<file path="src/common/lacg_pkg.sv">
// Purpose: constants and carriers for the lane alignment config generator
// Assumes: one converter sampling clock, two output lanes
// Notes:   field values are fixed by the converter's build
package lacg_pkg;

  // octet numbering of the configuration sequence
  localparam int unsigned OCT_COUNT = 14;
  localparam logic [3:0]  OCT_DID   = 4'h0;
  localparam logic [3:0]  OCT_BID   = 4'h1;
  localparam logic [3:0]  OCT_LID   = 4'h2;
  localparam logic [3:0]  OCT_SCR_L = 4'h3;
  localparam logic [3:0]  OCT_F     = 4'h4;
  localparam logic [3:0]  OCT_K     = 4'h5;
  localparam logic [3:0]  OCT_M     = 4'h6;
  localparam logic [3:0]  OCT_CS_N  = 4'h7;
  localparam logic [3:0]  OCT_NP    = 4'h8;
  localparam logic [3:0]  OCT_S     = 4'h9;
  localparam logic [3:0]  OCT_HD_CF = 4'ha;
  localparam logic [3:0]  OCT_RES1  = 4'hb;
  localparam logic [3:0]  OCT_RES2  = 4'hc;
  localparam logic [3:0]  OCT_FCHK  = 4'hd;
  localparam logic [3:0]  OCT_LAST_SUMMED = OCT_HD_CF;

  // link parameter field values
  localparam logic [7:0] DID_VAL   = 8'h00;
  localparam logic [3:0] BID_VAL   = 4'h0;
  localparam logic [4:0] LID_LANE0 = 5'h00;
  localparam logic [4:0] LID_LANE1 = 5'h01;
  localparam logic [4:0] L_20X     = 5'h00;
  localparam logic [4:0] L_10X     = 5'h01;
  localparam logic [7:0] F_20X     = 8'h01;
  localparam logic [7:0] F_10X     = 8'h00;
  localparam logic [4:0] K_DEF_20X = 5'h08;
  localparam logic [4:0] K_DEF_10X = 5'h10;
  localparam logic [7:0] M_VAL     = 8'h00;
  localparam logic [1:0] CS_VAL    = 2'h0;
  localparam logic [4:0] N_VAL     = 5'h0d;
  localparam logic [4:0] NP_VAL    = 5'h0f;
  localparam logic [4:0] S_VAL     = 5'h00;
  localparam logic       HD_VAL    = 1'b0;
  localparam logic [4:0] CF_VAL    = 5'h00;
  localparam logic [7:0] RES_VAL   = 8'h00;

  // datapath
  localparam int unsigned SAMPLE_W     = 14;
  localparam int unsigned PIPE_LATENCY = 20;

  // static configuration carried in from the control pins
  typedef struct packed {
    logic       ilas_en;     // send the alignment sequence
    logic       frame_20x;   // 1: 20x single lane, 0: 10x dual lane
    logic       scramble_select;
    logic       k_override;
    logic [4:0] k_value;
    logic       twos_comp;   // 1: twos complement, 0: offset binary
  } lacg_cfg_t;

  // one octet on each lane
  typedef struct packed {
    logic       valid;
    logic [3:0] index;
    logic [7:0] lane0;
    logic [7:0] lane1;
  } lacg_octets_t;

endpackage

</file>
<file path="src/verilog/lacg_top.sv">
// Purpose: alignment config octets, 20-cycle sample pipe, output format
// Assumes: i_sample arrives offset binary from the converter core
// Notes:   config pins are asynchronous and pass two flip-flops
//
// Overview of operation
// - after reset no alignment sequence; sent only once explicitly enabled
// - lane count, octets per frame and K default follow 20x or 10x mode; lane id follows the lane
// - octet 7 holds CS 00, N 01101; octet 8 N' 01111; others zero
// - octet 11, first reserved octet, is sent as all zeros
// - octet 12, second reserved octet, is sent as all zeros
// - octets 0 to 13 per lane; octet 3 scramble bit; octet 13 checksum
// - each sample leaves the output 20 clocks after its capture edge
// - 14-bit samples, offset binary or twos complement as configured
// - sampling and conversion start on the rising sampling clock edge
// - multiframe field defaults to 16 in 10x mode, 8 in 20x mode
// - with override set, programmed 5-bit value replaces the default
`timescale 1ns/100ps
module lacg_top #(
  parameter int unsigned LATENCY = lacg_pkg::PIPE_LATENCY
) (
  input  wire logic                              i_clk,
  input  wire logic                              i_rst_n,
  input  wire lacg_pkg::lacg_cfg_t               i_cfg,
  input  wire logic [lacg_pkg::SAMPLE_W-1:0]     i_sample,
  output logic      [lacg_pkg::SAMPLE_W-1:0]     o_sample,
  output lacg_pkg::lacg_octets_t                 o_octets,
  output logic                                   o_ilas_busy,
  output logic      [4:0]                        o_mf_frames_m1
);

  localparam int unsigned SW = lacg_pkg::SAMPLE_W;

  // refused at elaboration: the pipe needs a capture and a shift stage
  if (LATENCY < 2) begin : g_latency_check
    $error("lacg_top: LATENCY must be at least 2");
  end

  typedef enum logic [1:0] {
    ST_IDLE = 2'b01,
    ST_SEND = 2'b10
  } lacg_state_t;

  // multiframe length, default by mode or the programmed override
  function automatic logic [4:0] k_field(input lacg_pkg::lacg_cfg_t c);
    logic [4:0] k;
    k = c.frame_20x ? lacg_pkg::K_DEF_20X : lacg_pkg::K_DEF_10X;
    if (c.k_override) begin
      k = c.k_value;
    end
    return k;
  endfunction

  // configuration octet for one lane; unused bits go out as zero
  function automatic logic [7:0] cfg_octet(input lacg_pkg::lacg_cfg_t c,
                                           input logic [3:0] idx,
                                           input logic lane);
    logic [7:0] o;
    logic [4:0] lid;
    o   = 8'h00;
    lid = lane ? lacg_pkg::LID_LANE1 : lacg_pkg::LID_LANE0;
    case (idx)
      lacg_pkg::OCT_DID:   o = lacg_pkg::DID_VAL;
      lacg_pkg::OCT_BID:   o = {4'h0, lacg_pkg::BID_VAL};
      lacg_pkg::OCT_LID:   o = {3'h0, lid};
      lacg_pkg::OCT_SCR_L: o = {c.scramble_select, 2'h0,
                                 c.frame_20x ? lacg_pkg::L_20X
                                             : lacg_pkg::L_10X};
      lacg_pkg::OCT_F:     o = c.frame_20x ? lacg_pkg::F_20X
                                           : lacg_pkg::F_10X;
      lacg_pkg::OCT_K:     o = {3'h0, k_field(c)};
      lacg_pkg::OCT_M:     o = lacg_pkg::M_VAL;
      lacg_pkg::OCT_CS_N:  o = {lacg_pkg::CS_VAL, 1'b0,
                                 lacg_pkg::N_VAL};
      lacg_pkg::OCT_NP:    o = {3'h0, lacg_pkg::NP_VAL};
      lacg_pkg::OCT_S:     o = {3'h0, lacg_pkg::S_VAL};
      lacg_pkg::OCT_HD_CF: o = {lacg_pkg::HD_VAL, 2'h0, lacg_pkg::CF_VAL};
      lacg_pkg::OCT_RES1:  o = lacg_pkg::RES_VAL;
      lacg_pkg::OCT_RES2:  o = lacg_pkg::RES_VAL;
      lacg_pkg::OCT_FCHK:  o = fchk(c, lane);
      default:             o = 8'h00;
    endcase
    return o;
  endfunction

  // modulo-256 sum of field values; the octet 3 scramble bit counts as 1, not 128
  function automatic logic [7:0] fchk(input lacg_pkg::lacg_cfg_t c,
                                      input logic lane);
    logic [7:0] s;
    logic [4:0] lid;
    lid = lane ? lacg_pkg::LID_LANE1 : lacg_pkg::LID_LANE0;
    s = lacg_pkg::DID_VAL + {4'h0, lacg_pkg::BID_VAL} + {3'h0, lid}
      + {7'h00, c.scramble_select}
      + {3'h0, c.frame_20x ? lacg_pkg::L_20X : lacg_pkg::L_10X}
      + (c.frame_20x ? lacg_pkg::F_20X : lacg_pkg::F_10X)
      + {3'h0, k_field(c)} + lacg_pkg::M_VAL
      + {6'h00, lacg_pkg::CS_VAL} + {3'h0, lacg_pkg::N_VAL}
      + {3'h0, lacg_pkg::NP_VAL} + {3'h0, lacg_pkg::S_VAL}
      + {7'h00, lacg_pkg::HD_VAL} + {3'h0, lacg_pkg::CF_VAL};
    return s;
  endfunction

  // two-stage synchroniser on the config pins, plus a third for edges
  lacg_pkg::lacg_cfg_t cfg_meta_r;
  lacg_pkg::lacg_cfg_t cfg_r;
  logic                en_prev_r;

  always_ff @(posedge i_clk or negedge i_rst_n) begin
    if (!i_rst_n) begin
      cfg_meta_r <= '0;
      cfg_r      <= '0;
      en_prev_r  <= 1'b0;
    end else begin
      cfg_meta_r <= i_cfg;
      cfg_r      <= cfg_meta_r;
      en_prev_r  <= cfg_r.ilas_en;
    end
  end

  // the sequence starts only on the enable's rising edge, never at reset
  wire logic start_w = cfg_r.ilas_en & ~en_prev_r;

  lacg_state_t state_r;
  lacg_state_t state_nxt;
  logic [3:0]  idx_r;
  logic [3:0]  idx_nxt;

  wire logic last_w = (idx_r == lacg_pkg::OCT_FCHK);

  // sequencer: idle until enabled, then octets 0..13 back to back
  always_comb begin
    state_nxt = state_r;
    idx_nxt   = idx_r;
    unique case (state_r)
      ST_IDLE: begin
        idx_nxt = 4'h0;
        if (start_w) begin
          state_nxt = ST_SEND;
        end
      end
      ST_SEND: begin
        idx_nxt = idx_r + 4'h1;
        if (last_w || !cfg_r.ilas_en) begin
          state_nxt = ST_IDLE;
          idx_nxt   = 4'h0;
        end
      end
      default: begin
        state_nxt = ST_IDLE;
        idx_nxt   = 4'h0;
      end
    endcase
  end

  // octet lanes; lane 1 carries nothing in single-lane 20x mode
  wire logic       sending_w = (state_r == ST_SEND) & cfg_r.ilas_en;
  wire logic [7:0] lane0_w   = cfg_octet(cfg_r, idx_r, 1'b0);
  wire logic [7:0] lane1_w   = cfg_r.frame_20x ? 8'h00
                                               : cfg_octet(cfg_r, idx_r, 1'b1);

  always_ff @(posedge i_clk or negedge i_rst_n) begin
    if (!i_rst_n) begin
      state_r        <= ST_IDLE;
      idx_r          <= 4'h0;
      o_octets       <= '0;
      o_ilas_busy    <= 1'b0;
      o_mf_frames_m1 <= 5'h00;
    end else begin
      state_r        <= state_nxt;
      idx_r          <= idx_nxt;
      o_octets.valid <= sending_w;
      o_octets.index <= sending_w ? idx_r : 4'h0;
      o_octets.lane0 <= sending_w ? lane0_w : 8'h00;
      o_octets.lane1 <= sending_w ? lane1_w : 8'h00;
      o_ilas_busy    <= sending_w;
      o_mf_frames_m1 <= k_field(cfg_r);
    end
  end

  // sample pipe: capture stage plus LATENCY-1 shifts, then the output flop,
  // so a sample shows exactly LATENCY edges after the edge that took it
  logic [SW-1:0] pipe_r [LATENCY];

  always_ff @(posedge i_clk or negedge i_rst_n) begin
    if (!i_rst_n) begin
      for (int i = 0; i < LATENCY; i++) begin
        pipe_r[i] <= '0;
      end
    end else begin
      pipe_r[0] <= i_sample;
      for (int i = 1; i < LATENCY; i++) begin
        pipe_r[i] <= pipe_r[i-1];
      end
    end
  end

  // format applied at the last stage so a mode change acts at once
  wire logic [SW-1:0] fmt_w = {pipe_r[LATENCY-1][SW-1] ^ cfg_r.twos_comp,
                               pipe_r[LATENCY-1][SW-2:0]};

  always_ff @(posedge i_clk or negedge i_rst_n) begin
    if (!i_rst_n) begin
      o_sample <= '0;
    end else begin
      o_sample <= fmt_w;
    end
  end

endmodule

</file>
<file path="config.mk">
export PLATFORM = sky130hd
export DESIGN_NAME = lacg_top
export DESIGN_NICKNAME = d
export VERILOG_FILES = /design/src/common/lacg_pkg.sv /design/src/verilog/lacg_top.sv
export SDC_FILE = /design/constraint.sdc
export NUM_CORES = 1
export LEC_CHECK = 0
export ABC_CLOCK_PERIOD_IN_PS = 3000
export BUFFER_PORTS_ARGS = -buffer_cell sky130_fd_sc_hd__buf_4
export CAP_MARGIN = 30
export CORE_ASPECT_RATIO = 0.9
export CORE_MARGIN = 2
export CORE_UTILIZATION = 61
export CTS_BUF_LIST = sky130_fd_sc_hd__clkbuf_4 sky130_fd_sc_hd__clkbuf_8
export CTS_CLUSTER_DIAMETER = 100
export DETAILED_ROUTE_END_ITERATION = 10
export PLACE_DENSITY = 0.87
export SLEW_MARGIN = 20
export SYNTH_ARGS = -nofsm -noshare
export SYNTH_HDL_FRONTEND = slang
export SYNTH_SLANG_ARGS = --single-unit
</file>
<file path="constraint.sdc">
create_clock -name i_clk -period 3 [get_ports i_clk]
set_clock_uncertainty 0.2 [all_clocks]
set_input_delay 0.6 -clock i_clk [delete_from_list [all_inputs] [get_ports i_clk]]
set_output_delay 0.6 -clock i_clk [all_outputs]
set_load 0.05 [all_outputs]
</file>
# [Word-level counts from Yosys, hierarchy flattened]
# Cells that the tools add are included.
[word_totals] output_inout_bits=41 word_cells=88 input_bits=26 ff_bits=347
[op_classes] eq_ne=11 n_mux=17 reduce_logical=3 n_bitwise=4 n_addsub=12
[op_table] cell="case mux 8 bit (6 select lines)" count=2
[op_table] cell="two-way mux 8 bit" count=3
[op_table] cell="two-way mux 5 bit" count=4
[op_table] cell="adder 8 x 4 -> 8 bit, second input constant" count=2
[op_table] cell="== test 4 x 3 -> 1 bit, second input constant" count=3
[op_table] cell="two-way mux 4 bit" count=3
[op_table] cell="adder 6 x 8 -> 8 bit" count=1
[op_table] cell="adder 7 x 4 -> 8 bit, second input constant" count=1
[op_table] cell="adder 8 x 5 -> 8 bit" count=1
[op_table] cell="== test 4 x 2 -> 1 bit, second input constant" count=2
[op_table] cell="== test 4 bit, second input constant" count=2
[op_table] cell="adder 6 x 4 -> 7 bit, second input constant" count=1
[op_table] cell="adder 1 x 5 -> 6 bit" count=1
[op_table] cell="adder 4 x 5 -> 6 bit" count=1
[op_table] cell="adder 3 x 1 -> 4 bit" count=1
[op_table] cell="adder 4 x 1 -> 4 bit, second input constant" count=1
[op_table] cell="two-way mux 2 bit" count=2
[op_table] cell="!= test 2 bit, second input constant" count=2
[op_table] cell="case mux 2 bit (2 select lines)" count=1
[op_table] cell="adder 2 x 1 -> 3 bit" count=1
[op_table] cell="adder 1 x 1 -> 2 bit, first input constant" count=1
[op_table] cell="AND 1 bit" count=2
[op_table] cell="== test 2 x 1 -> 1 bit, second input constant" count=1
[op_table] cell="== test 2 bit, second input constant" count=1
[op_table] cell="6 further kinds" count=7

# [Longest topological paths before layout]
# Gate-level depths: netlist (run 1).
[depth] depth_word=9 depth_mapped=9 ltp_nobuf=9

# [Worst setup path before layout (run 1)]
# No wires, ideal clock.
[synth_path] path_type="register to register" startpoint="register cfg_r[7] in the netlist's numbering" endpoint="register o_octets[12] in the netlist's numbering" period_less_slack_ps=2311 slack_ps=689 n_path_buf=0 stages_incl_launch_ff=10 t_arrival_ps=1987 setup_ps=125 required_time_ps=2675 cell_sequence="dfrtp_1 inv_1 ha_1 xor2_1 ha_1 fa_1 a21o_1 xor2_1 mux2i_1 nor3_1"
[synth_via] elab_chain_len=7
[synth_rtl] item="start: declaration" line_no="lacg_top.sv:104" source="lacg_pkg::lacg_cfg_t cfg_r;"
[synth_rtl] item="start signal: assignment" line_no="lacg_top.sv:114" source="cfg_r <= cfg_meta_r;"
[synth_rtl] item="adder 1 x 5 -> 6 bit" line_no="lacg_top.sv:93" source="+ {3'h0, c.frame_20x ? lacg_pkg::L_20X : lacg_pkg::L_10X}"
[synth_rtl] item="adder 6 x 8 -> 8 bit" line_no="lacg_top.sv:94" source="+ (c.frame_20x ? lacg_pkg::F_20X : lacg_pkg::F_10X)"
[synth_rtl] item="adder 8 x 5 -> 8 bit" line_no="lacg_top.sv:95" source="+ {3'h0, k_field(c)} + lacg_pkg::M_VAL"
[synth_rtl] item="adder 8 x 4 -> 8 bit" line_no="lacg_top.sv:96" source="+ {6'h00, lacg_pkg::CS_VAL} + {3'h0, lacg_pkg::N_VAL}"
[synth_rtl] item="adder 8 x 4 -> 8 bit" line_no="lacg_top.sv:97" source="+ {3'h0, lacg_pkg::NP_VAL} + {3'h0, lacg_pkg::S_VAL}"
[synth_rtl] item="case mux 8 bit (6 select lines)" line_no="lacg_top.sv:61" source="case (idx)"
[synth_rtl] item="two-way mux 8 bit" line_no="lacg_top.sv:172" source="o_octets.lane0 <= sending_w ? lane0_w : 8'h00;"
[synth_rtl] item="end: declaration" line_no="lacg_top.sv:26" source="output lacg_pkg::lacg_octets_t o_octets,"
# No other way between the ends.
# A chain may end at the register's enable or synchronous reset.

# [Final worst setup path (run 1)]
[layout_path] startpoint="register cfg_r[6] in the netlist's numbering" endpoint="register o_octets[5] in the netlist's numbering"
[layout_via] elab_chain_len=8
[layout_rtl] item="two-way mux 5 bit" line_no="lacg_top.sv:47" source="if (c.k_override) begin"
[layout_rtl] item="two-way mux 5 bit" line_no="lacg_top.sv:61"
[layout_rtl] item="adder 4 x 5 -> 6 bit" line_no="lacg_top.sv:95"
[layout_rtl] item="adder 6 x 4 -> 7 bit" line_no="lacg_top.sv:96"
[layout_rtl] item="adder 7 x 4 -> 8 bit" line_no="lacg_top.sv:97"
[layout_rtl] item="case mux 8 bit (6 select lines)" line_no="lacg_top.sv:61"
[layout_rtl] item="two-way mux 8 bit" line_no="lacg_top.sv:157" source="wire logic [7:0] lane1_w = cfg_r.frame_20x ? 8'h00"
[layout_rtl] item="two-way mux 8 bit" line_no="lacg_top.sv:173" source="o_octets.lane1 <= sending_w ? lane1_w : 8'h00;"
# No other way between the ends. The select of a mux whose other input is x is not followed.

==> results_dict.tcl, run 1 <==
set metrics [dict create \
    status "completed" \
    cts_tree "yes" \
    first_global_vias 4764 \
    io_buffers 66 \
    start_util 0.626 \
    syn_nets 531 \
    power_density_nw_per_um2 761 \
    grt_max_degree 81 \
    place_congestion 0.754 \
    area_growth_pct 21.5 \
    die_x_um 137 \
    die_area_um2 16900 \
    drt_iter0_drc 269 \
    period_share 0.911 \
    critical_path_required_ns 3.26 \
    fin_crit_ns 2.73 \
    switchingPower_uw 1860 \
    async_flop_share 1.00 \
    synthesis.instances 490 \
    fin_setup_tns_ns 0 \
    hold_viol 0 \
    r2r-end "o_octets[5]" \
    timing.rr.start "cfg_r[6]" \
    power_frac_comb 0.039 \
    min_from "pipe_r[80]" \
    p_int_uw 7100 \
    wl_per_cell_um 16.7 \
    grt-ovfl-total 0 \
    crit_path_end_kind "flip-flop" \
    die_h_um 124 \
    r2r_cells 8 \
    whs_path_depth 0 \
    syn_area_um2 9700 \
    max_clock_freq_ghz 0.366 \
    wl_um 14500 \
    layout-drive-gt1-share 0.261 \
    worstSetupPathType "flip-flop to flip-flop" \
    clkTransAtPathRegs_ns 0.06 \
    ys_types 50 \
    cp_max_fo 11 \
    cts_buffer_depth 3 \
    setup_viol 0 \
    clkLatencyLatePin_ns 0.54 \
    dr.pass1.iters 4 \
    ant_nets 0 \
    vdd_drop_max_mv 0.563 \
    clkSinkCount 347 \
    cts_made_buffers 49 \
    hp-class "flip-flop to flip-flop" \
    synth_flop_cell "dfrtp_1" \
    avgSynthCellArea_um2 19.8 \
    ios 67 \
    viasPerCell 4.93 \
    start_kind "flip-flop" \
    vias 4285 \
    post_cts_buffers 0 \
    ys_ff_latch 347 \
    critical_path_arrival_ns 2.99 \
    clock_power_share 0.406 \
    r2r_setup_slack_ns 0.27 \
    dp_worst_setup_slack_ns 0.315 \
    tightest_slew_ns 0.595 \
    drc 0 \
    grt_usage 0.189 \
    coreArea_um2 15500 \
    synth_edf_count 0 \
    n_antenna_cell 0 \
    drv_cap 0 \
    relSlewSlack 0.603 \
    place_hpwl_um 8550 \
    cts-resized-gates 0 \
    grt_pass1_wl_um 23800 \
    yosysSeqAreaShare 0.896 \
    hold_end "pipe_r[66]" \
    yosysWarnings 0 \
    root_buffer "clkbuf_8" \
    swShare 0.208 \
    leakagePower_uw 0.00556 \
    nets 673 \
    fp-row-count 43 \
    rsz0062_at_grt "false" \
    drv_slew 0 \
    layout_setup_ws_ns 0.268 \
    antenna_found_initial 0 \
    sequentialPowerShare 0.555 \
    cts-htree-levels 2 \
]
==> through the flow <==
| step | hold WS, ns | utilization | instance area, µm² | std cells | total power (µW) |
|---|---|---|---|---|---|
| floorplan | 0.104 | - | 9700 | 490 | 5170 |
| global placement | 0.132 | 0.679 | 10500 | 758 | 5350 |
| detailed placement | 0.135 | 0.679 | 10500 | 758 | 5390 |
| CTS | 0.141 | 0.760 | 11800 | 869 | 9080 |
| global route | 0.143 | 0.760 | 11800 | 869 | 9350 |
| finish | 0.141 | 0.760 | 11800 | 869 | 8960 |
==> registers in the layout, summed over array words and instances (netlist names) <==
name / cells
idx_r: 4
cfg_meta_r: 10
en_prev_r: 1
cfg_r: 10
o_mf_frames_m1: 5
pipe_r: 267
o_sample: 14
o_octets: 20
fmt_w: 13
o_ilas_busy: 1
state_r: 2
==> power groups by stage <==
stage	sequential, µW	combinational, µW	clock [µW]
3_3_place_gp	5040	312	0
4_1_cts	4980	349	3740
2_1_floorplan	5080	91.2	0
6_report	4980	345	3640
5_1_grt	5000	383	3970
3_5_place_dp	5070	323	0
==> cell usage in the layout (no fill, tap or decap), types with 2 or more instances in the layout <==
cell | netlist | routed
dfrtp_1 | 346 | 346
buf_4 | 3 | 66
clkbuf_8 | 0 | 61
dlygate4sd3_1 | 0 | 25
clkbuf_4 | 0 | 20
inv_1 | 14 | 14
nor2_1 | 14 | 14
a21oi_1 | 13 | 13
ha_1 | 13 | 13
nand2_1 | 9 | 9
xnor2_1 | 6 | 6
o21ai_0 | 6 | 6
nand3_1 | 5 | 5
buf_12 | 0 | 5
xor2_1 | 4 | 4
clkinv_2 | 0 | 4
nand2b_1 | 3 | 3
o22ai_1 | 3 | 3
a21boi_0 | 3 | 3
nor3_1 | 3 | 3
inv_2 | 2 | 2
and2b_1 | 2 | 2
a21oi_2 | 2 | 2
or2_2 | 2 | 2
mux2i_1 | 2 | 2
nor2b_1 | 2 | 2
a21o_1 | 2 | 2
a22o_1 | 2 | 2
fa_1 | 2 | 2
==> cells in the mapped netlist, types with 2 or more instances <==
cell | instances | area share
xor2_1 | 4 | 0.0036
nor3_1 | 3 | 0.0015
inv_2 | 2 | 0.00077
a21o_1 | 2 | 0.0015
nor2b_1 | 2 | 0.0013
nor2_1 | 14 | 0.0054
buf_2 | 2 | 0.0010
ha_1 | 13 | 0.017
o21ai_0 | 6 | 0.0031
xnor2_1 | 6 | 0.0054
o22ai_1 | 3 | 0.0019
a21oi_1 | 13 | 0.0067
a21boi_0 | 3 | 0.0023
and2b_1 | 2 | 0.0015
a21oi_2 | 2 | 0.0018
nand2_1 | 9 | 0.0035
inv_1 | 14 | 0.0054
mux2i_1 | 2 | 0.0021
or2_2 | 2 | 0.0013
nand2b_1 | 3 | 0.0019
a22o_1 | 2 | 0.0018
fa_1 | 2 | 0.0041
dfrtp_1 | 346 | 0.89
nand3_1 | 5 | 0.0026
buf_4 | 3 | 0.0023
==> critical path, stage by stage, from the launching register on <==
cell and delay, ns:
dfrtp_1 0.55, and2b_1 0.25, a21oi_1 0.33, inv_1 0.14, ha_1 0.27, or2_2 0.32
a2111oi_4 0.33, o21ai_0 0.11, a21oi_1 0.15
==> final cells by class <==
cell class,instances,area [µm²]
sequential,347,8680
fill,894,3710
clock buffer,81,990
multi-input combinational,121,907
timing repair buffer,97,861
tap,202,253
inverter,16,60.1
clock inverter,5,27.5
==> how the worst max path moves through the flow <==
stage / start / end / slack, ns / depth (start not counted)
global placement: cfg_r[6] / o_octets[5] / 0.41 / 8
CTS: cfg_r[6] / o_octets[5] / 0.31 / 8
detailed placement: cfg_r[6] / o_octets[5] / 0.31 / 8
floorplan: cfg_r[7] / o_octets[12] / 0.69 / 9
finish: cfg_r[6] / o_octets[5] / 0.27 / 8
global route: cfg_r[6] / o_octets[5] / 0.08 / 8
==> logic make-up after synthesis <==
group / share of synthesized area
buffers and inverters: 0.0107
muxes: 0.00206
DFF: 0.896
xor gates and xnor gates: 0.00903
adders and majority gates: 0.0209
AOI/OAI and AO/OA: 0.0323
and+or+nand+nor: 0.0293
==> layer usage <==
layer / vias to the layer above / global-route usage / wire length (µm)
met5: - / 0 / 0
met4: 0 / 0.0702 / 335
met3: 37 / 0.0513 / 879
met2: 149 / 0.305 / 7300
met1: 2235 / 0.255 / 6020
li1: 1864 / - / -
==> repair_timing <==
action	4_1_cts	5_1_grt
hold endpoints to repair	99	0
hold buffers	25	0
endpoints found under the setup margin	0	0
Power figures use the tool's default switching activity.
==> inputs of run 2 (changes only) <==
--- a/config.mk
+++ b/config.mk
@@ -6,7 +6,7 @@
 export NUM_CORES = 1
 export LEC_CHECK = 0
 export ABC_CLOCK_PERIOD_IN_PS = 3000
-export BUFFER_PORTS_ARGS = -buffer_cell sky130_fd_sc_hd__buf_4
+export BUFFER_PORTS_ARGS = -buffer_cell sky130_fd_sc_hd__buf_2
 export CAP_MARGIN = 30
 export CORE_ASPECT_RATIO = 0.9
 export CORE_MARGIN = 2
==> run 2 against run 1 <==
Net effect:
- hold slack got worse by 0.0035 ns
- combinational power shrank 3%
- sequential power is essentially flat
- count of clock-buffer cells in the layout decreased by 1
- critical path depth unchanged
- worst setup slack got worse by 0.17 ns
- non-clock buffer count decreased by 2
- critical path type unchanged
- cell area fell by 1.3%
- largest cell class unchanged
- largest power group unchanged
- global-route usage rose by 1.0 points
==> results_dict.tcl, run 2 (synthesized netlist as in run 1, its figures left out) <==
set metrics [dict create \
    hp-class "flip-flop to flip-flop" \
    start_kind "flip-flop" \
    grt_usage 0.200 \
    grt_pass1_wl_um 25100 \
    worstSetupPathType "flip-flop to flip-flop" \
    use_met2 0.327 \
    drt_iter0_drc 366 \
    tightest_slew_ns 0.591 \
    wl_per_cell_um 17.7 \
    die_area_um2 16900 \
    ant_nets 0 \
    die_x_um 137 \
    coreArea_um2 15500 \
    cts_buffer_depth 3 \
    area_growth_pct 19.9 \
    leakagePower_uw 0.00553 \
    vias 4475 \
    use_met3 0.0517 \
    vdd_drop_max_mv 0.543 \
    period_share 0.966 \
    first_global_vias 4946 \
    n_fill_cell 840 \
    relSlewSlack 0.606 \
    start_util 0.626 \
    io_buffers 66 \
    dr.pass1.iters 5 \
    final_common_cell "dfrtp_1" \
    wl_um 15400 \
    critical_path_arrival_ns 3.11 \
    viasPerCell 5.14 \
    hold_viol 0 \
    final_cell_mix "dfrtp_1, clkbuf_8, buf_2" \
    place_hpwl_um 9030 \
    clkSinkCount 347 \
    regMostFlops "pipe_r" \
    gr-usage-met1 0.247 \
    root_buffer "clkbuf_8" \
    fin_cells 870 \
    grt_busiest_layer "met2" \
    grt_max_degree 90 \
    fin_crit_ns 2.90 \
    cts_made_buffers 49 \
    critical_path_required_ns 3.21 \
    max_clock_freq_ghz 0.345 \
    die_h_um 124 \
    n_antenna_cell 0 \
    clkTransAtPathRegs_ns 0.07 \
    status "completed" \
    drv_cap 0 \
    largest_reg_flops 267 \
    cts-htree-levels 2 \
    timing.rr.start "cfg_r[6]" \
    top_regs "pipe_r: 267 flops, o_octets: 20 flops, o_sample: 14 flops" \
    cp_max_fo 11 \
    ios 67 \
    crit_path_end_kind "flip-flop" \
    setup_viol 0 \
    clkLatencyLatePin_ns 0.54 \
    power_uw 9050 \
    layout-drive-gt1-share 0.263 \
    placed_cells 756 \
    grt-ovfl-total 0 \
    power_density_nw_per_um2 778 \
    cts_tree "yes" \
    min_from "pipe_r[173]" \
    fin_setup_tns_ns 0 \
    nets 671 \
    drc 0 \
    place_congestion 0.900 \
    rsz0062_at_grt "false" \
    antenna_found_initial 0 \
    crit_start "cfg_r[6]" \
    drv_slew 0 \
    fp-row-count 43 \
]
-- run 2: changes by cell type in the layout (fill, tap and decap cells not counted), moves of 2 or more --
cell,delta
clkinv_2,+3
clkbuf_4,-6
buf_12,-2
clkbuf_8,+5
buf_4,-65
buf_2,+65
-- run 2: worst paths after layout --
kind | endpoint | slack, ns | depth (start not counted)
min | pipe_r[159] | 0.14 | 0
max reg2reg | o_octets[13] | 0.10 | 8
max | o_octets[13] | 0.10 | 8
max in group asynchronous | cfg_r[6] | 1.23 | 3
min reg2reg | pipe_r[159] | 0.14 | 0
min in group asynchronous | o_sample[2] | 0.40 | 2
-- run 2: power breakdown --
| group | total, µW | internal, µW | switching [µW] |
|---|---|---|---|
| registers | 4980 | 4900 | 73.8 |
| logic | 335 | 103 | 232 |
| clock network | 3740 | 2140 | 1600 |
| total | 9050 | 7140 | 1910 |
-- run 2: critical path, stage by stage, from the launching register on --
cell and delay, ns:
dfrtp_2 0.50, and2b_1 0.25, a21oi_1 0.34, inv_1 0.17
ha_1 0.47, nand2b_1 0.17, o31ai_2 0.23, xnor2_1 0.15
nor3_1 0.29
-- run 2: per-stage QoR --
step / instance area [µm²] / util / setup WS, ns / hold slack [ns]
after floorplan: 9700 / - / 0.689 / 0.104
after global routing: 11600 / 0.750 / 0.0424 / 0.146
after detailed placement: 10300 / 0.666 / 0.212 / 0.135
after CTS: 11600 / 0.750 / 0.104 / 0.140
final: 11600 / 0.750 / 0.101 / 0.137
after global placement: 10300 / 0.666 / 0.457 / 0.131
-- run 2: final cells by class --
| class | count | area (µm²) | area share |
|---|---|---|---|
| flip-flops and latches | 347 | 8690 | 0.747 |
| clock buffers | 80 | 1010 | 0.0872 |
| multi-input cells | 121 | 907 | 0.0780 |
| repair buffers | 95 | 658 | 0.0566 |
| well taps | 202 | 253 | 0.0217 |
| inverters | 16 | 60.1 | 0.00517 |
| clock inverters | 9 | 50.0 | 0.00430 |
-- run 2: repair_timing --
action,CTS,global route
hold buffers,25,0
resized for setup,0,1
buffers inserted,0,0
endpoints found under the hold margin,85,0
setup endpoints to repair,0,2
-- run 2: per-layer routing --
| layer | wire length, µm | vias up |
|---|---|---|
| met5 | 0 | - |
| li1 | - | 1864 |
| met2 | 7810 | 250 |
| met3 | 1090 | 81 |
| met1 | 5730 | 2280 |
| met4 | 760 | 0 |
==> inputs of run 3 (changes only) <==
--- a/config.mk
+++ b/config.mk
@@ -5,6 +5,7 @@
 export SDC_FILE = /design/constraint.sdc
 export NUM_CORES = 1
 export LEC_CHECK = 0
+export ABC_AREA = 1
 export ABC_CLOCK_PERIOD_IN_PS = 3000
 export BUFFER_PORTS_ARGS = -buffer_cell sky130_fd_sc_hd__buf_2
 export CAP_MARGIN = 30
==> run 3 against run 2 <==
Net effect:
- non-clock buffer count increased by 1
- area after synthesis decreased by 0.10%
- via count increased by 3.5%
- global-route usage increased by 1.1 points
- sequential share of layout area decreased by 0.059 points
- first-iteration DRC count increased by 11%
- sequential power about the same
==> results_dict.tcl, run 3 <==
set metrics [dict create \
    synthesis.instances 528 \
    nets 712 \
    crit_path_cell_trace "inv_1, ha_1, xnor2_1, inv_1, ha_1, fa_1, nand2_1, nand2_1, a21oi_1, o21ai_0, a21oi_1" \
    grt_usage 0.211 \
    coreArea_um2 15500 \
    setup_viol 0 \
    r2r_setup_slack_ns 0.11 \
    drt_iter0_drc 405 \
    start_kind "flip-flop" \
    power_density_nw_per_um2 777 \
    cp_max_fo 4 \
    yosysMostFrequentCell "dfrtp_1" \
    yosysSeqAreaShare 0.897 \
    grt_max_degree 80 \
    ant_nets 0 \
    r2r_cells 11 \
    synthDominantCellAreaShare 0.894 \
    crit_path_end_kind "flip-flop" \
    worst-path-buf-inv 2 \
    syn_area_um2 9690 \
    synth_edf_count 0 \
    regMostFlops "pipe_r" \
    clkLatencyLatePin_ns 0.54 \
    die_x_um 137 \
    use_met3 0.0570 \
    place_congestion 0.932 \
    status "completed" \
    clkTransAtPathRegs_ns 0.07 \
    fin_crit_ns 2.89 \
    n_fill_cell 822 \
    gr-usage-met1 0.240 \
    largest_reg_flops 267 \
    synth_flop_cell "dfrtp_1" \
    timing.rr.start "cfg_r[7]" \
    cpMaxStageDelayCell "fa_1" \
    leakagePower_uw 0.00567 \
    finalInstanceArea_um2 11600 \
    wl_um 16300 \
    hold_viol 0 \
    cts_buffer_depth 3 \
    async_flop_share 1.00 \
    hp-class "flip-flop to flip-flop" \
    vdd_drop_max_mv 0.555 \
    period_share 0.963 \
    fin_setup_tns_ns 0 \
    start_util 0.625 \
    tightest_slew_ns 0.603 \
    n_antenna_cell 0 \
    worstSetupPathType "flip-flop to flip-flop" \
    fp-row-count 43 \
    seqCellArea_um2 8680 \
    multi_input_area_um2 860 \
    wl_per_cell_um 17.9 \
    slowest_delay_ns 0.44 \
    area_growth_pct 20.1 \
    crit_family "adder cells" \
    min_from "pipe_r[159]" \
    drv_cap 0 \
    post_cts_buffers 0 \
    grt_busiest_layer "met2" \
    ys_types 29 \
    root_buffer "clkbuf_8" \
    yosysTopAreaCell "dfrtp_1" \
    die_area_um2 16900 \
    ios 67 \
    cts_tree "yes" \
    use_met2 0.360 \
    layout-drive-gt1-share 0.242 \
    ys_ff_latch 347 \
    final_cell_mix "dfrtp_1, clkbuf_8, buf_2" \
    die_h_um 124 \
    place_area_um2 10300 \
    avgSynthCellArea_um2 18.3 \
    antenna_found_initial 0 \
    relSlewSlack 0.598 \
    cts_made_buffers 48 \
    grt-ovfl-total 0 \
    syn_nets 569 \
    synth_common_cells "dfrtp_1, nand2_1, inv_1" \
    dr.pass1.iters 5 \
    yosysWarnings 0 \
    cts-htree-levels 2 \
    r2r-end "o_octets[12]" \
    place_hpwl_um 9500 \
    grt_pass1_wl_um 26200 \
    drc 0 \
    viasPerCell 5.10 \
    drv_slew 0 \
    final_common_cell "dfrtp_1" \
    vias 4631 \
    critical_path_arrival_ns 3.15 \
    crit_start "cfg_r[7]" \
    critical_path_required_ns 3.26 \
    whs_path_depth 0 \
    rsz0062_at_grt "false" \
    first_global_vias 5267 \
    max_clock_freq_ghz 0.346 \
    synthTopCellsByArea "dfrtp_1, nand2_1, ha_1" \
    clkSinkCount 347 \
    hold_end "pipe_r[145]" \
    top_regs "pipe_r: 267 flops, o_octets: 20 flops, o_sample: 14 flops" \
    io_buffers 66 \
]
[run 3: area by class of cell]
type	count	share of cell area
clock inverter	10	0.00645
multi-input combinational	148	0.0739
clock buffer	75	0.0833
sequential	347	0.746
inverter	30	0.00989
tap	202	0.0217
timing repair buffer	96	0.0583
[run 3: cell families after synthesis]
group	count (synthesis)	synth area share
AOI/OAI and AO/OA	16	0.0101
xor gates and xnor gates	5	0.00452
adders and majority gates	15	0.0209
buffers and inverters	33	0.0146
DFF	347	0.897
and+or+nand+nor	112	0.0532
[run 3: layer usage]
metal,share of wire,wire length [µm],vias up
met3,0.070,1150,90
met1,0.35,5690,2353
met2,0.53,8570,260
met5,0,0,-
li1,-,-,1928
met4,0.053,857,0
[run 3: metrics by stage]
step	utilization	hold WS (ns)	worst slack (ns)	instances	power, µW
after floorplan	-	0.104	0.772	528	5160
after global placement	0.667	0.132	0.679	798	5300
after detailed placement	0.667	0.135	0.483	798	5360
after CTS	0.751	0.142	0.363	908	9130
after global routing	0.751	0.144	0.0520	908	9390
final	0.751	0.141	0.110	908	9040
[run 3: worst max path at each step]
stage	depth (start not counted)	slack (ns)	endpoint
global route	11	0.05	o_octets[12]
finish	11	0.11	o_octets[12]
detailed placement	10	0.48	o_octets[5]
global placement	10	0.68	o_octets[12]
CTS	11	0.36	o_octets[12]
floorplan	10	0.77	o_octets[12]
[run 3: repair_timing]
| action | CTS | global route |
|---|---|---|
| hold buffers | 25 | 0 |
| gates resized for setup | 0 | 0 |
| endpoints found under the hold margin | 97 | 0 |
[run 3: report_power, final]
group,internal [µW],switching (µW)
combinational,90.6,236
clock,2140,1600
sequential,4900,74.7
total,7130,1910
